`config.mk`:
```
export PLATFORM = sky130hd
export DESIGN_NAME = drive_fieldbus_command_status_regs
export DESIGN_NICKNAME = d
export VERILOG_FILES = /design/src/fieldbus_regs_pkg.sv /design/src/drive_fieldbus_command_status_regs.sv /design/src/reg_store_mem.sv
export SDC_FILE = /design/constraint.sdc
export NUM_CORES = 1
export LEC_CHECK = 0
export ABC_CLOCK_PERIOD_IN_PS = 12500
export BUFFER_PORTS_ARGS = -buffer_cell sky130_fd_sc_hd__buf_2
export CORE_ASPECT_RATIO = 0.8
export CORE_MARGIN = 2
export CORE_UTILIZATION = 50
export DETAILED_ROUTE_END_ITERATION = 8
export HOLD_SLACK_MARGIN = 0.08
export PLACE_DENSITY = 0.77
export SKIP_LAST_GASP = 1
export SYNTH_ARGS = -nofsm -noshare
export SYNTH_HDL_FRONTEND = slang
export SYNTH_HIERARCHICAL = 1
export SYNTH_SLANG_ARGS = --single-unit
export TNS_END_PERCENT = 30
```
`constraint.sdc`:
```
create_clock -name clk_sys -period 12.5 [get_ports clk_sys]
set_input_delay 0.625 -clock clk_sys [delete_from_list [all_inputs] [get_ports clk_sys]]
set_output_delay 0.625 -clock clk_sys [all_outputs]
set_load 0.02 [all_outputs]
```
`src/fieldbus_regs_pkg.sv`:
```
// constants for the drive fieldbus command and status register bank
`default_nettype none
package fieldbus_regs_pkg;
   // register numbers as addressed by the master
   localparam logic [15:0] ADDR_CONTROL_WORD = 16'h0001;
   localparam logic [15:0] ADDR_SPEED = 16'h0002;
   localparam logic [15:0] ADDR_TORQUE = 16'h0003;
   localparam logic [15:0] ADDR_RAMP = 16'h0004;
   localparam logic [15:0] ADDR_FAULT_STATUS = 16'h0006;
   localparam logic [15:0] ADDR_OUT_FREQ = 16'h0007;
   localparam logic [15:0] ADDR_OUT_CURRENT = 16'h0008;
   localparam logic [15:0] ADDR_OUT_TORQUE = 16'h0009;
   localparam logic [15:0] ADDR_OUT_POWER = 16'h000a;
   // first and last register held in the read-back store
   localparam logic [3:0] STORE_FIRST = 4'h1;
   localparam logic [3:0] STORE_LAST = 4'ha;
   // control word bits
   localparam int CTL_RUN_BIT = 0;
   localparam int CTL_FAST_STOP_BIT = 1;
   localparam int CTL_RESET_BIT = 2;
   localparam int CTL_COAST_BIT = 3;
   // status byte bits
   localparam int ST_RUNNING_BIT = 0;
   localparam int ST_TRIPPED_BIT = 1;
   localparam int ST_INHIBIT_BIT = 3;
   localparam int ST_MAINT_BIT = 4;
   localparam int ST_STANDBY_BIT = 5;
   localparam int ST_LOAD_BIT = 7;
   // reset values
   localparam logic [15:0] RESET_CONTROL = 16'h0000;
   localparam logic [15:0] RESET_SPEED = 16'h0000;
   localparam logic [15:0] RESET_TORQUE = 16'h0000;
   localparam logic [15:0] RESET_RAMP = 16'h0000;
   // ramp time limit, 0.01 s units
   localparam logic [15:0] RAMP_MAX = 16'hea60;
   // selector values that hand control to the fieldbus
   localparam logic [3:0] SOURCE_FIELDBUS = 4'h4;
   localparam logic [3:0] RAMP_CTRL_FIELDBUS = 4'h1;
   // access sequencer states
   typedef enum logic [1:0] {
      ST_IDLE = 2'b00,
      ST_READ = 2'b01,
      ST_DONE = 2'b11
   } access_state_t;
endpackage
`default_nettype wire

```
`src/drive_fieldbus_command_status_regs.sv`:
```
// command and monitoring holding-register bank of a motor drive
//
// Overview of operation
// - control word bit 3 set issues a coast stop, motor freewheels
// - register 2 holds speed setpoint in 0.1 Hz, read back as written
// - register 3 holds torque setpoint in 0.1 percent, read back
// - register 4 ramp time applies only while ramp control select is 1
// - ramp time accepts 0 to 60000 in 0.01 s steps
// - status bit 0 is running, bit 1 is tripped
// - status bit 3 is inhibit, bit 4 is maintenance time reached
// - status bit 5 is standby sleep, bit 7 is low or high load
// - status bits 2 and 6 carry no function and read zero
// - register 6 holds status low byte and, while tripped, fault number high byte (zero otherwise)
// - register 7 reports output frequency in 0.1 Hz
// - register 8 reports output current in 0.1 A
// - register 9 reports output torque in 0.1 percent
// - register 10 reports output power in 0.01 kW
// - control word bit 2 requests reset of all faults and trips
// - bit 0 enables run, bit 1 requests fast stop on second ramp
// - run, stops and speed only act with source select 4 and no option module; fault reset and torque always pass
`timescale 1ns/10ps
`default_nettype none
module drive_fieldbus_command_status_regs #(
   parameter int DW = 16
) (
   input wire logic clk_sys,                // system clock
   input wire logic sys_rst,                // async reset, active high
   // register access from the protocol engine
   input wire logic reg_wr,                 // write strobe, one cycle
   input wire logic reg_rd,                 // read strobe, one cycle
   input wire logic [15:0] reg_addr,        // register number
   input wire logic [DW-1:0] reg_wdata,     // write data
   output logic [DW-1:0] reg_rdata,         // read data
   output logic reg_rvalid,                 // read data valid pulse
   output logic reg_ack,                    // access accepted pulse
   output logic reg_err,                    // access refused pulse
   // configuration
   input wire logic [3:0] command_source_select,      // source choice
   input wire logic [3:0] fieldbus_ramp_control_select, // ramp choice
   input wire logic option_module_present,  // fieldbus option fitted
   // drive state
   input wire logic drive_running,          // enabled and running
   input wire logic drive_tripped,          // tripped
   input wire logic drive_inhibit,          // inhibited
   input wire logic maint_reached,          // maintenance time reached
   input wire logic standby_active,         // sleep mode
   input wire logic load_fault,             // low or high load seen
   input wire logic [7:0] fault_number,     // active fault code
   input wire logic [DW-1:0] meas_freq,     // output freq, 0.1 Hz
   input wire logic [DW-1:0] meas_current,  // output current, 0.1 A
   input wire logic [DW-1:0] meas_torque,   // output torque, 0.1 %
   input wire logic [DW-1:0] meas_power,    // output power, 0.01 kW
   // commands to motor control
   output logic cmd_run,                    // run enable
   output logic cmd_fast_stop,              // fast stop request
   output logic cmd_fault_reset,            // fault reset request
   output logic cmd_coast_stop,             // coast stop request
   output logic [DW-1:0] cmd_speed,         // speed setpoint
   output logic [DW-1:0] cmd_torque,        // torque setpoint
   output logic cmd_ramp_valid,             // ramp time applies
   output logic [DW-1:0] cmd_ramp_time      // accel and decel time
);
   // writable registers
   logic [DW-1:0] ctrl_reg, ctrl_next;
   logic [DW-1:0] speed_reg, speed_next;
   logic [DW-1:0] torque_reg, torque_next;
   logic [DW-1:0] ramp_reg, ramp_next;
   // command outputs
   logic run_reg, run_next;
   logic fast_reg, fast_next;
   logic frst_reg, frst_next;
   logic coast_reg, coast_next;
   logic [DW-1:0] spd_out_reg, spd_out_next;
   logic [DW-1:0] trq_out_reg, trq_out_next;
   logic rampv_reg, rampv_next;
   logic [DW-1:0] ramp_out_reg, ramp_out_next;
   // access sequencer
   fieldbus_regs_pkg::access_state_t state_reg, state_next;
   logic [DW-1:0] rdata_reg, rdata_next;
   logic rvalid_reg, rvalid_next;
   logic ack_reg, ack_next;
   logic err_reg, err_next;
   // snapshot store
   logic mem_wr;
   logic [3:0] mem_waddr;
   logic [DW-1:0] mem_wdata;
   logic [3:0] mem_raddr_reg, mem_raddr_next;
   logic [DW-1:0] mem_rdata;
   logic [3:0] snap_idx_reg, snap_idx_next;
   // helpers
   logic [7:0] status_byte;
   logic fieldbus_owner;
   logic addr_small;
   logic [3:0] addr_idx;
   logic addr_rw, addr_ro;

   assign addr_small = (reg_addr[15:4] == 12'h000);
   assign addr_idx = reg_addr[3:0];
   assign addr_rw = addr_small &&
      (reg_addr == fieldbus_regs_pkg::ADDR_CONTROL_WORD ||
       reg_addr == fieldbus_regs_pkg::ADDR_SPEED ||
       reg_addr == fieldbus_regs_pkg::ADDR_TORQUE ||
       reg_addr == fieldbus_regs_pkg::ADDR_RAMP);
   assign addr_ro = addr_small &&
      reg_addr >= fieldbus_regs_pkg::ADDR_FAULT_STATUS &&
      reg_addr <= fieldbus_regs_pkg::ADDR_OUT_POWER;

   // packed status byte, unused bits zero
   always_comb begin
      status_byte = 8'h00;
      status_byte[fieldbus_regs_pkg::ST_RUNNING_BIT] = drive_running;
      status_byte[fieldbus_regs_pkg::ST_TRIPPED_BIT] = drive_tripped;
      status_byte[fieldbus_regs_pkg::ST_INHIBIT_BIT] = drive_inhibit;
      status_byte[fieldbus_regs_pkg::ST_MAINT_BIT] = maint_reached;
      status_byte[fieldbus_regs_pkg::ST_STANDBY_BIT] = standby_active;
      status_byte[fieldbus_regs_pkg::ST_LOAD_BIT] = load_fault;
   end

   assign fieldbus_owner = (command_source_select ==
      fieldbus_regs_pkg::SOURCE_FIELDBUS) && !option_module_present;

   // store is refreshed round-robin from the live measurements;
   // setpoint registers take their turn in the same rotation, so reads echo them after a lag
   always_comb begin
      snap_idx_next = snap_idx_reg;
      mem_wr = 1'b1;
      mem_waddr = snap_idx_reg;
      mem_wdata = '0;
      case (snap_idx_reg)
         fieldbus_regs_pkg::ADDR_CONTROL_WORD[3:0]: mem_wdata = ctrl_reg;
         fieldbus_regs_pkg::ADDR_SPEED[3:0]: mem_wdata = speed_reg;
         fieldbus_regs_pkg::ADDR_TORQUE[3:0]: mem_wdata = torque_reg;
         fieldbus_regs_pkg::ADDR_RAMP[3:0]: mem_wdata = ramp_reg;
         fieldbus_regs_pkg::ADDR_FAULT_STATUS[3:0]: begin
            mem_wdata = {(drive_tripped ? fault_number : 8'h00),
               status_byte};
         end
         fieldbus_regs_pkg::ADDR_OUT_FREQ[3:0]: mem_wdata = meas_freq;
         fieldbus_regs_pkg::ADDR_OUT_CURRENT[3:0]: begin
            mem_wdata = meas_current;
         end
         fieldbus_regs_pkg::ADDR_OUT_TORQUE[3:0]: begin
            mem_wdata = meas_torque;
         end
         fieldbus_regs_pkg::ADDR_OUT_POWER[3:0]: begin
            mem_wdata = meas_power;
         end
         default: mem_wr = 1'b0;
      endcase
      if (snap_idx_reg == fieldbus_regs_pkg::STORE_LAST) begin
         snap_idx_next = fieldbus_regs_pkg::STORE_FIRST;
      end else begin
         snap_idx_next = 4'(snap_idx_reg + 4'h1);
      end
   end

   // register writes and access sequencing
   always_comb begin
      ctrl_next = ctrl_reg;
      speed_next = speed_reg;
      torque_next = torque_reg;
      ramp_next = ramp_reg;
      state_next = state_reg;
      rdata_next = rdata_reg;
      rvalid_next = 1'b0;
      ack_next = 1'b0;
      err_next = 1'b0;
      mem_raddr_next = mem_raddr_reg;
      case (state_reg)
         fieldbus_regs_pkg::ST_IDLE: begin
            if (reg_wr) begin
               if (addr_rw) begin
                  ack_next = 1'b1;
                  case (reg_addr)
                     fieldbus_regs_pkg::ADDR_CONTROL_WORD: begin
                        ctrl_next = reg_wdata;
                     end
                     fieldbus_regs_pkg::ADDR_SPEED: begin
                        speed_next = reg_wdata;
                     end
                     fieldbus_regs_pkg::ADDR_TORQUE: begin
                        torque_next = reg_wdata;
                     end
                     default: begin
                        if (reg_wdata <= fieldbus_regs_pkg::RAMP_MAX) begin
                           ramp_next = reg_wdata;
                        end else begin
                           ack_next = 1'b0;
                           err_next = 1'b1;
                        end
                     end
                  endcase
               end else begin
                  err_next = 1'b1;
               end
            end else if (reg_rd) begin
               if (addr_rw || addr_ro) begin
                  ack_next = 1'b1;
                  mem_raddr_next = addr_idx;
                  state_next = fieldbus_regs_pkg::ST_READ;
               end else begin
                  err_next = 1'b1;
               end
            end
         end
         fieldbus_regs_pkg::ST_READ: begin
            state_next = fieldbus_regs_pkg::ST_DONE;
         end
         fieldbus_regs_pkg::ST_DONE: begin
            rdata_next = mem_rdata;
            rvalid_next = 1'b1;
            state_next = fieldbus_regs_pkg::ST_IDLE;
         end
         default: state_next = fieldbus_regs_pkg::ST_IDLE;
      endcase
   end

   // commands to the motor control
   always_comb begin
      run_next = 1'b0;
      fast_next = 1'b0;
      coast_next = 1'b0;
      spd_out_next = '0;
      trq_out_next = torque_reg;
      if (fieldbus_owner) begin
         run_next = ctrl_reg[fieldbus_regs_pkg::CTL_RUN_BIT];
         fast_next = ctrl_reg[fieldbus_regs_pkg::CTL_FAST_STOP_BIT];
         coast_next = ctrl_reg[fieldbus_regs_pkg::CTL_COAST_BIT];
         spd_out_next = speed_reg;
      end
      frst_next = ctrl_reg[fieldbus_regs_pkg::CTL_RESET_BIT];
      rampv_next = (fieldbus_ramp_control_select ==
         fieldbus_regs_pkg::RAMP_CTRL_FIELDBUS);
      ramp_out_next = rampv_next ? ramp_reg : '0;
   end

   always_ff @(posedge clk_sys or posedge sys_rst) begin
      if (sys_rst) begin
         ctrl_reg <= fieldbus_regs_pkg::RESET_CONTROL;
         speed_reg <= fieldbus_regs_pkg::RESET_SPEED;
         torque_reg <= fieldbus_regs_pkg::RESET_TORQUE;
         ramp_reg <= fieldbus_regs_pkg::RESET_RAMP;
         state_reg <= fieldbus_regs_pkg::ST_IDLE;
         rdata_reg <= '0;
         rvalid_reg <= 1'b0;
         ack_reg <= 1'b0;
         err_reg <= 1'b0;
         mem_raddr_reg <= 4'h0;
         snap_idx_reg <= fieldbus_regs_pkg::STORE_FIRST;
         run_reg <= 1'b0;
         fast_reg <= 1'b0;
         frst_reg <= 1'b0;
         coast_reg <= 1'b0;
         spd_out_reg <= '0;
         trq_out_reg <= '0;
         rampv_reg <= 1'b0;
         ramp_out_reg <= '0;
      end else begin
         ctrl_reg <= ctrl_next;
         speed_reg <= speed_next;
         torque_reg <= torque_next;
         ramp_reg <= ramp_next;
         state_reg <= state_next;
         rdata_reg <= rdata_next;
         rvalid_reg <= rvalid_next;
         ack_reg <= ack_next;
         err_reg <= err_next;
         mem_raddr_reg <= mem_raddr_next;
         snap_idx_reg <= snap_idx_next;
         run_reg <= run_next;
         fast_reg <= fast_next;
         frst_reg <= frst_next;
         coast_reg <= coast_next;
         spd_out_reg <= spd_out_next;
         trq_out_reg <= trq_out_next;
         rampv_reg <= rampv_next;
         ramp_out_reg <= ramp_out_next;
      end
   end

   reg_store_mem #(
      .WIDTH(DW),
      .DEPTH(16),
      .AW(4)
   ) reg_store_mem_inst (
      .clk_sys(clk_sys),
      .wr_en(mem_wr),
      .wr_addr(mem_waddr),
      .wr_data(mem_wdata),
      .rd_addr(mem_raddr_reg),
      .rd_data(mem_rdata)
   );

   assign reg_rdata = rdata_reg;
   assign reg_rvalid = rvalid_reg;
   assign reg_ack = ack_reg;
   assign reg_err = err_reg;
   assign cmd_run = run_reg;
   assign cmd_fast_stop = fast_reg;
   assign cmd_fault_reset = frst_reg;
   assign cmd_coast_stop = coast_reg;
   assign cmd_speed = spd_out_reg;
   assign cmd_torque = trq_out_reg;
   assign cmd_ramp_valid = rampv_reg;
   assign cmd_ramp_time = ramp_out_reg;
endmodule // drive_fieldbus_command_status_regs
`default_nettype wire

```
`src/reg_store_mem.sv`:
```
// small register store with registered read data
`timescale 1ns/10ps
`default_nettype none
module reg_store_mem #(
   parameter int WIDTH = 16,
   parameter int DEPTH = 16,
   parameter int AW = 4
) (
   input wire logic clk_sys,            // system clock
   input wire logic wr_en,              // write strobe
   input wire logic [AW-1:0] wr_addr,   // write index
   input wire logic [WIDTH-1:0] wr_data, // write word
   input wire logic [AW-1:0] rd_addr,   // read index
   output logic [WIDTH-1:0] rd_data     // read word, registered
);
   logic [WIDTH-1:0] mem [DEPTH];

   always_ff @(posedge clk_sys) begin
      if (wr_en) begin
         mem[wr_addr] <= wr_data;
      end
      rd_data <= mem[rd_addr];
   end
endmodule // reg_store_mem
`default_nettype wire

```
==> tab_implementation.tex, run 1 <==
\begin{tabular}{lr}
\hline
Metric & Value \\
\hline
\multicolumn{2}{l}{\textbf{Outcome}} \\
\quad Run status & finished, final reports clean \\
\multicolumn{2}{l}{\textbf{Power and ir drop}} \\
\quad Portion of total power attributed to sequential cells & 0.556 \\
\quad Leakage Power & 0.00784 uW \\
\quad Relative contribution of combinational cells to total power & 0.026 \\
\quad Internal power component & 2120 uW \\
\quad Power density of the placed cells & 138 nW/um\^{}2 \\
\quad Total Power & 2650 uW \\
\quad Clock share of power & 0.419 \\
\quad Largest voltage drop on the vdd net & 0.0000912 V \\
\quad Power spent charging and discharging nets & 531 uW \\
\quad Switching portion of total power & 0.200 \\
\multicolumn{2}{l}{\textbf{Route}} \\
\quad Vias after detailed routing & 9,672 \\
\quad ANT nets after route & 0 \\
\quad DR WL/cell & 25.2 um \\
\quad \# DRC & 0 \\
\quad Routed Wire Length & 40.0 mm \\
\quad Iteration-0 DRC Markers & 1,177 \\
\quad Via density per instance & 6.10 \\
\quad DRT Pass-1 Iters & 6 \\
\multicolumn{2}{l}{\textbf{Cells and area}} \\
\quad Top reg by flops & reg\_store\_mem\_inst/mem \\
\quad Number of nets at the end of the flow & 1,252 \\
\quad Fraction of layout cells with a size suffix above 1 & 0.378 \\
\quad Final standard cell utilization of the core & 0.590 \\
\quad Antenna diode count & 0 \\
\quad Layout overhead on the synthesized area & 16.3\% \\
\quad Number of flip-flops under the largest register name & 256 \\
\multicolumn{2}{l}{\textbf{Yosys}} \\
\quad Area fraction of the dominant cell type after synthesis & 0.465 \\
\quad Synthesized area & 16,500 sq um \\
\quad Mean Syn Cell Area & 18.1 sq um \\
\quad Top post-synthesis cells by count & sky130\_fd\_sc\_hd\_\_edfxtp\_1, sky130\_fd\_sc\_hd\_\_dfrtp\_1, sky130\_fd\_sc\_hd\_\_mux4\_2, sky130\_fd\_sc\_hd\_\_a22oi\_1, sky130\_fd\_sc\_hd\_\_mux2\_2 \\
\quad Number of distinct library cell variants in the gate-level netlist after synthesis & 58 \\
\quad Count of yosys warnings during synthesis & 6 \\
\quad Synthesized Nets & 1,034 \\
\quad Synth async-reset ratio & 0.349 \\
\quad Flip-flop and latch count after synthesis & 418 \\
\quad Number of enable flip-flop cells after synthesis & 256 \\
\quad Most used flip-flop cell after synthesis & sky130\_fd\_sc\_hd\_\_edfxtp\_1 \\
\quad Most area-consuming cells after synthesis & sky130\_fd\_sc\_hd\_\_edfxtp\_1, sky130\_fd\_sc\_hd\_\_dfrtp\_1, sky130\_fd\_sc\_hd\_\_mux4\_2 \\
\quad Sequential area share after synthesis & 0.706 \\
\quad Cell with the most instances after synthesis & sky130\_fd\_sc\_hd\_\_edfxtp\_1 \\
\quad Yosys top cell by area & sky130\_fd\_sc\_hd\_\_edfxtp\_1 \\
\quad Post-Syn Instances & 911 \\
\multicolumn{2}{l}{\textbf{Global route}} \\
\quad Largest net degree at the start of global routing & 83 \\
\quad GRT Resource Usage Total & 0.233 \\
\quad First-pass GRT wire length & 60.4 mm \\
\quad Initial antenna violation count & 0 \\
\quad Total congestion overflow & 0 \\
\quad Number of global-route vias before repair & 9,769 \\
\multicolumn{2}{l}{\textbf{Hold path}} \\
\quad Worst hold path type & in -> async \\
\multicolumn{2}{l}{\textbf{Clock network}} \\
\quad Worst skew pair latency & 530 ps \\
\quad Hold buffer count at CTS & 0 \\
\quad Clock sink count & 418 \\
\quad Setup repair bufs after CTS & 0 \\
\quad Clock tree from TritonCTS & yes \\
\quad Number of CTS-inserted buffers & 39 \\
\quad Clock Path Buffers & 3 \\
\quad Post-cts repair resize count & 0 \\
\quad Clock Root Buffer & sky130\_fd\_sc\_hd\_\_clkbuf\_16 \\
\quad Clk slew on worst S/H paths & 60 ps \\
\quad Number of H-tree branching levels & 2 \\
\multicolumn{2}{l}{\textbf{Worst setup path}} \\
\quad Cell family contributing the most delay on the critical path & simple AND/OR/NAND/NOR gates \\
\quad Critical Path Start Type & register \\
\quad Launching instance or port of the critical path & mem\_waddr[3] \\
\quad Count of cells along the worst register-to-register path & 6 \\
\quad Reg-to-Reg Start & mem\_waddr[3] \\
\quad Setup CP Type & reg -> reg \\
\quad Cell at the slowest stage of the critical path & sky130\_fd\_sc\_hd\_\_dfrtp\_1 \\
\quad Worst path buffer plus inverter count & 1 \\
\quad FF-to-FF setup slack & 9210 ps \\
\quad Worst Path Max Fanout & 26 \\
\quad Worst stage delay on the critical path & 840 ps \\
\quad Crit-path cells & nor3\_1, a21oi\_1, a2bb2oi\_1, or3b\_2, nor2\_1, buf\_4 \\
\quad Worst Setup End Kind & register \\
\quad WP data arrival & 3520 ps \\
\quad Worst flop-to-flop path endpoint & reg\_store\_mem\_inst/mem[1][13] \\
\quad Worst path required time & 12,730 ps \\
\multicolumn{2}{l}{\textbf{Die}} \\
\quad Ports & 195 \\
\quad Die width & 207 um \\
\quad Core box area & 32,600 sq um \\
\quad Die H & 167 um \\
\quad Starting utilization of the core area & 0.507 \\
\quad \# rows & 59 \\
\quad Die ar. & 34,500 sq um \\
\multicolumn{2}{l}{\textbf{Timing}} \\
\quad Fin Setup TNS & 0 ps \\
\quad Max-slew headroom & 0.171 \\
\quad Clock tree skew after final layout & 12.5 ps \\
\quad Actual transition at the worst max-transition pin & 1240 ps \\
\quad Final setup fails & 0 \\
\quad Achievable clock frequency & 304 MHz \\
\quad Count of endpoints failing hold in the final timing report & 0 \\
\quad Minimum clock period & 3290 ps \\
\quad Count of final max-slew check failures & 0 \\
\quad Ratio of final minimum period to clock period & 0.263 \\
\quad Unrepaired setup endpoints after global routing & false \\
\multicolumn{2}{l}{\textbf{Placed design}} \\
\quad Final estimated routing congestion in global placement & 0.917 \\
\quad Count of port buffers added during placement & 194 \\
\quad Post-detailed-placement half-perimeter wirelength & 25.5 mm \\
\multicolumn{2}{l}{\textbf{Job}} \\
\quad Count of max-cap constraint violations & 0 \\
\hline
\end{tabular}
-- power groups by stage --
stage / registers (uW) / clock network, uW / logic [uW]
6_report: 1470 / 1110 / 68.2
5_1_grt: 1470 / 1180 / 75.0
4_1_cts: 1470 / 1120 / 68.6
3_5_place_dp: 1500 / 0 / 68.0
3_3_place_gp: 1500 / 0 / 66.4
2_1_floorplan: 1500 / 0 / 29.2
-- worst max path at each step --
stage,slack (ps),to,cells past startpoint
2_1_floorplan,7950,cmd_coast_stop,1
3_3_place_gp,9390,reg_store_mem_inst/mem[1][11],6
3_5_place_dp,9270,reg_store_mem_inst/mem[1][9],6
4_1_cts,9250,reg_store_mem_inst/mem[1][13],6
5_1_grt,9020,reg_store_mem_inst/mem[0][2],4
6_report,9210,reg_store_mem_inst/mem[1][13],6
-- metal layers --
layer | track usage | up-vias | wire [um]
met4 | 0.0525 | 0 | 601
met2 | 0.351 | 531 | 18300
met5 | 0 | - | 0
met3 | 0.0562 | 59 | 3940
li1 | - | 4060 | -
met1 | 0.346 | 5022 | 17200
-- final cells by class --
class                   instances  area [sq um]
multi-input cells             446          4650
flip-flops and latches        418         11700
clock inverters                11          52.6
repair buffers                220          1170
fillers                      2396         13300
well taps                     427           534
clock buffers                  60          1130
inverters                       4          20.0
-- stage by stage --
step,cell area [sq um],hold WS [ps],setup WS (ps),instances
after global routing,19200,220,9020,1586
after floorplan,16500,368,7950,911
after global placement,18000,381,9390,1515
after CTS,19200,181,9250,1586
final,19200,175,9210,1586
after detailed placement,18000,392,9270,1515
-- logic make-up (layout without fill, tap and decap cells) --
| family | Yosys count | in the layout | synth area share |
|---|---|---|---|
| buffers and inverters | 47 | 295 | 0.0158 |
| multiplexers | 162 | 162 | 0.165 |
| flip-flops | 418 | 418 | 0.706 |
| AND/OR/NAND/NOR | 170 | 170 | 0.0587 |
| AO/OA/AOI/OAI | 113 | 113 | 0.0539 |
| XOR/XNOR | 1 | 1 | 0.000530 |
-- cells in the final DEF (no fill, tap or decap), types with 16 or more instances in the layout --
cell type                     n
sky130_fd_sc_hd__dfxtp_1     16
sky130_fd_sc_hd__nand2_1     43
sky130_fd_sc_hd__buf_4       26
sky130_fd_sc_hd__a22oi_1     45
sky130_fd_sc_hd__clkbuf_1    16
sky130_fd_sc_hd__clkbuf_16   41
sky130_fd_sc_hd__mux2_4      40
sky130_fd_sc_hd__a222oi_1    18
sky130_fd_sc_hd__and2_1      36
sky130_fd_sc_hd__dfrtp_1    143
sky130_fd_sc_hd__mux2_2      45
sky130_fd_sc_hd__mux4_2      54
sky130_fd_sc_hd__buf_2      194
sky130_fd_sc_hd__nor2_1      29
sky130_fd_sc_hd__edfxtp_1   256
-- worst register-to-register path, cell delays in order (launching register included) --
cell,delay [ps]
sky130_fd_sc_hd__dfrtp_1,840
sky130_fd_sc_hd__nor3_1,110
sky130_fd_sc_hd__a21oi_1,150
sky130_fd_sc_hd__a2bb2oi_1,310
sky130_fd_sc_hd__or3b_2,540
sky130_fd_sc_hd__nor2_1,710
sky130_fd_sc_hd__buf_4,330
No activity file was read; power rests on OpenSTA's default activity.
==> run 2: changes to the inputs <==
--- a/config.mk
+++ b/config.mk
@@ -5,7 +5,7 @@
 export SDC_FILE = /design/constraint.sdc
 export NUM_CORES = 1
 export LEC_CHECK = 0
-export ABC_CLOCK_PERIOD_IN_PS = 12500
+export ABC_CLOCK_PERIOD_IN_PS = 3400
 export BUFFER_PORTS_ARGS = -buffer_cell sky130_fd_sc_hd__buf_2
 export CORE_ASPECT_RATIO = 0.8
 export CORE_MARGIN = 2
==> constraint.sdc (replaced) <==
create_clock -name clk_sys -period 3.4 [get_ports clk_sys]
set_input_delay 0.17 -clock clk_sys [delete_from_list [all_inputs] [get_ports clk_sys]]
set_output_delay 0.17 -clock clk_sys [all_outputs]
set_load 0.02 [all_outputs]
==> run 2 against run 1 <==
Register-to-register slack got worse by 9000 ps. Global-route usage increased by 0.29 points. Maximum frequency increased by 3.9%. Sequential share of layout area decreased by 1.5 points. Cell area increased by 2.6%. Sequential power increased to 3.7 times the previous value. Utilization increased by 1.5 points. Worst setup slack got worse by 9000 ps. Non-clock buffer count increased by 40. Die area unchanged. Total power increased to 3.8 times the previous value. Largest cell class unchanged.
==> tab_implementation.tex, run 2 (synthesis results as in run 1) <==
\begin{tabular}{lr}
\hline
Metric & Value \\
\hline
\multicolumn{2}{l}{\textbf{Outcome}} \\
\quad Run status & finished, final reports clean \\
\multicolumn{2}{l}{\textbf{Clock network}} \\
\quad Clock sink count & 418 (unchanged) \\
\quad Number of CTS-inserted buffers & 39 (unchanged) \\
\quad Number of H-tree branching levels & 2 (unchanged) \\
\quad Clock tree from TritonCTS & yes \\
\quad Clock Path Buffers & 3 (unchanged) \\
\quad Worst skew pair latency & 530 ps (about the same) \\
\quad Clk slew on worst S/H paths & 70 ps (about the same) \\
\quad Clock Root Buffer & sky130\_fd\_sc\_hd\_\_clkbuf\_16 \\
\quad Hold buffer count at CTS & 25 (+25) \\
\quad Post-cts repair resize count & 0 (unchanged) \\
\quad Setup repair bufs after CTS & 0 (unchanged) \\
\multicolumn{2}{l}{\textbf{Worst setup path}} \\
\quad Worst Path Max Fanout & 23 (-12\%) \\
\quad Cell at the slowest stage of the critical path & sky130\_fd\_sc\_hd\_\_nor3\_2 \\
\quad Worst path required time & 3550 ps (-9180 ps) \\
\quad Worst stage delay on the critical path & 920 ps (+80 ps) \\
\quad Cell family contributing the most delay on the critical path & simple AND/OR/NAND/NOR gates \\
\quad Crit-path cells & nand2b\_1, nor3\_2, a222oi\_1, o211ai\_1 \\
\quad Worst path buffer plus inverter count & 0 (-1) \\
\quad Setup CP Type & reg -> reg \\
\quad Critical Path Start Type & register \\
\quad Worst Setup End Kind & register \\
\quad WP data arrival & 3320 ps (-200 ps) \\
\multicolumn{2}{l}{\textbf{Die}} \\
\quad Core box area & 32,600 sq um (unchanged) \\
\quad Starting utilization of the core area & 0.507 (unchanged) \\
\quad Die width & 207 um (unchanged) \\
\quad Ports & 195 (unchanged) \\
\quad Die ar. & 34,500 sq um (unchanged) \\
\quad \# rows & 59 (unchanged) \\
\quad Die H & 167 um (unchanged) \\
\multicolumn{2}{l}{\textbf{Timing}} \\
\quad Actual transition at the worst max-transition pin & 1300 ps (+61.9 ps) \\
\quad Minimum clock period & 3170 ps (-124 ps) \\
\quad Clock tree skew after final layout & 11.5 ps (-1.04 ps) \\
\quad Final setup fails & 0 (unchanged) \\
\quad Setup slack of the critical path after layout & 230 ps (-8980 ps) \\
\quad Ratio of final minimum period to clock period & 0.932 (+0.669) \\
\quad Count of endpoints failing hold in the final timing report & 0 (unchanged) \\
\quad Achievable clock frequency & 315 MHz (+3.9\%) \\
\quad Count of final max-slew check failures & 0 (unchanged) \\
\quad Max-slew headroom & 0.131 (-0.0406) \\
\quad Unrepaired setup endpoints after global routing & false \\
\quad Tightest hold margin & 106 ps (-68.8 ps) \\
\multicolumn{2}{l}{\textbf{Power and ir drop}} \\
\quad Largest voltage drop on the vdd net & 0.000337 V (+270\%) \\
\quad Power density of the placed cells & 509 nW/um\^{}2 (+270\%) \\
\quad Leakage Power & 0.00806 uW (+2.9\%) \\
\quad Total Power & 10,000 uW (+280\%) \\
\multicolumn{2}{l}{\textbf{Cells and area}} \\
\quad Layout overhead on the synthesized area & 19.3\% \\
\quad Commonest non-fill, non-tap cells in the layout & sky130\_fd\_sc\_hd\_\_edfxtp\_1, sky130\_fd\_sc\_hd\_\_buf\_2, sky130\_fd\_sc\_hd\_\_dfrtp\_1 \\
\quad Most common cell after layout, fill and taps aside & sky130\_fd\_sc\_hd\_\_edfxtp\_1 \\
\quad Antenna diode count & 0 (unchanged) \\
\quad Number of flip-flops under the largest register name & 256 (unchanged) \\
\quad Number of nets at the end of the flow & 1,292 (+3.2\%) \\
\quad Fraction of layout cells with a size suffix above 1 & 0.377 (-0.000931) \\
\quad Count of filler cells inserted in the layout & 2,273 (-5.1\%) \\
\quad Top reg by flops & reg\_store\_mem\_inst/mem \\
\quad Post-route non-filler standard cell count & 1,626 (+2.5\%) \\
\multicolumn{2}{l}{\textbf{Route}} \\
\quad \# DRC & 0 (unchanged) \\
\quad DR WL/cell & 25.0 um (-0.93\%) \\
\quad Vias after detailed routing & 9,870 (+2.0\%) \\
\quad Iteration-0 DRC Markers & 1,203 (+2.2\%) \\
\quad Routed Wire Length & 40.6 mm (+1.6\%) \\
\quad ANT nets after route & 0 (unchanged) \\
\quad DRT Pass-1 Iters & 6 (unchanged) \\
\quad Via density per instance & 6.07 (-0.46\%) \\
\multicolumn{2}{l}{\textbf{Global route}} \\
\quad GRT Resource Usage Total & 0.236 (+0.00290) \\
\quad First-pass GRT wire length & 61.1 mm (+1.2\%) \\
\quad Largest net degree at the start of global routing & 109 (+31\%) \\
\quad Number of global-route vias before repair & 9,978 (+2.1\%) \\
\quad Initial antenna violation count & 0 (unchanged) \\
\quad Total congestion overflow & 0 (unchanged) \\
\multicolumn{2}{l}{\textbf{Job}} \\
\quad Count of max-cap constraint violations & 0 (unchanged) \\
\multicolumn{2}{l}{\textbf{Placed design}} \\
\quad Dpl cells & 1,530 (+0.99\%) \\
\quad Post-detailed-placement half-perimeter wirelength & 26.2 mm (+2.5\%) \\
\quad Count of port buffers added during placement & 194 (unchanged) \\
\quad Pre-CTS worst setup slack & 414 ps (-8860 ps) \\
\quad Final estimated routing congestion in global placement & 0.909 (-0.91\%) \\
\multicolumn{2}{l}{\textbf{Hold path}} \\
\quad Worst hold path type & in -> async \\
\hline
\end{tabular}
## run 2: changes by cell type in the layout (fill, tap and decap cells not counted), sizes merged
cell and change:
buf +15, bufinv +3, clkbuf -7, clkinv +4
clkinvlp +1, dlygate4sd3 +25, inv -1
## run 2: per-stage QoR
stage / area [sq um] / TNS, ps / util
after floorplan: 16500 / -1490 / -
after global placement: 18200 / 0 / 0.559
after detailed placement: 18200 / 0 / 0.559
after CTS: 19700 / 0 / 0.605
after global routing: 19700 / 0 / 0.605
final: 19700 / 0 / 0.605
## run 2: path summary, 6_finish.rpt
kind	cells after the start	slack [ps]	start	endpoint
worst max register to register	4	230	mem_waddr[0]	reg_store_mem_inst/mem[6][8]
min in group clk_sys	4	130	reg_addr[14]	reg_err
worst min-delay path	3	110	sys_rst	cmd_speed[4]
max in group asynchronous	4	2470	sys_rst	cmd_torque[13]
worst max-delay path	4	230	mem_waddr[0]	reg_store_mem_inst/mem[6][8]
worst min register to register	0	410	torque_reg[6]	cmd_torque[6]
## run 2: area by class of cell
class	instances	area [sq um]	area share
sequential	418	11700	0.592
inverter	4	18.8	0.000952
tap	427	534	0.0271
timing repair buffer	260	1570	0.0795
clock inverter	18	156	0.00794
clock buffer	53	1120	0.0566
multi-input combinational	446	4640	0.236
## run 2: power breakdown
part | internal (uW) | switching, uW | leakage, uW | total (uW)
clock | 2530 | 1810 | 0.000624 | 4340
combinational | 112 | 165 | 0.00296 | 277
sequential | 5410 | 4.12 | 0.00449 | 5410
total | 8050 | 1980 | 0.00806 | 10000
## run 2: layer usage
layer / wire [um] / vias to the layer above / GRT usage
li1: - / 4139 / -
met1: 16500 / 5051 / 0.342
met2: 18700 / 601 / 0.361
met3: 4520 / 79 / 0.0558
met4: 921 / 0 / 0.0652
met5: 0 / - / 0
## run 2: worst register-to-register path, stage by stage (launching register included)
cell,delay [ps]
sky130_fd_sc_hd__dfstp_2,810
sky130_fd_sc_hd__nand2b_1,180
sky130_fd_sc_hd__nor3_2,920
sky130_fd_sc_hd__a222oi_1,300
sky130_fd_sc_hd__o211ai_1,590
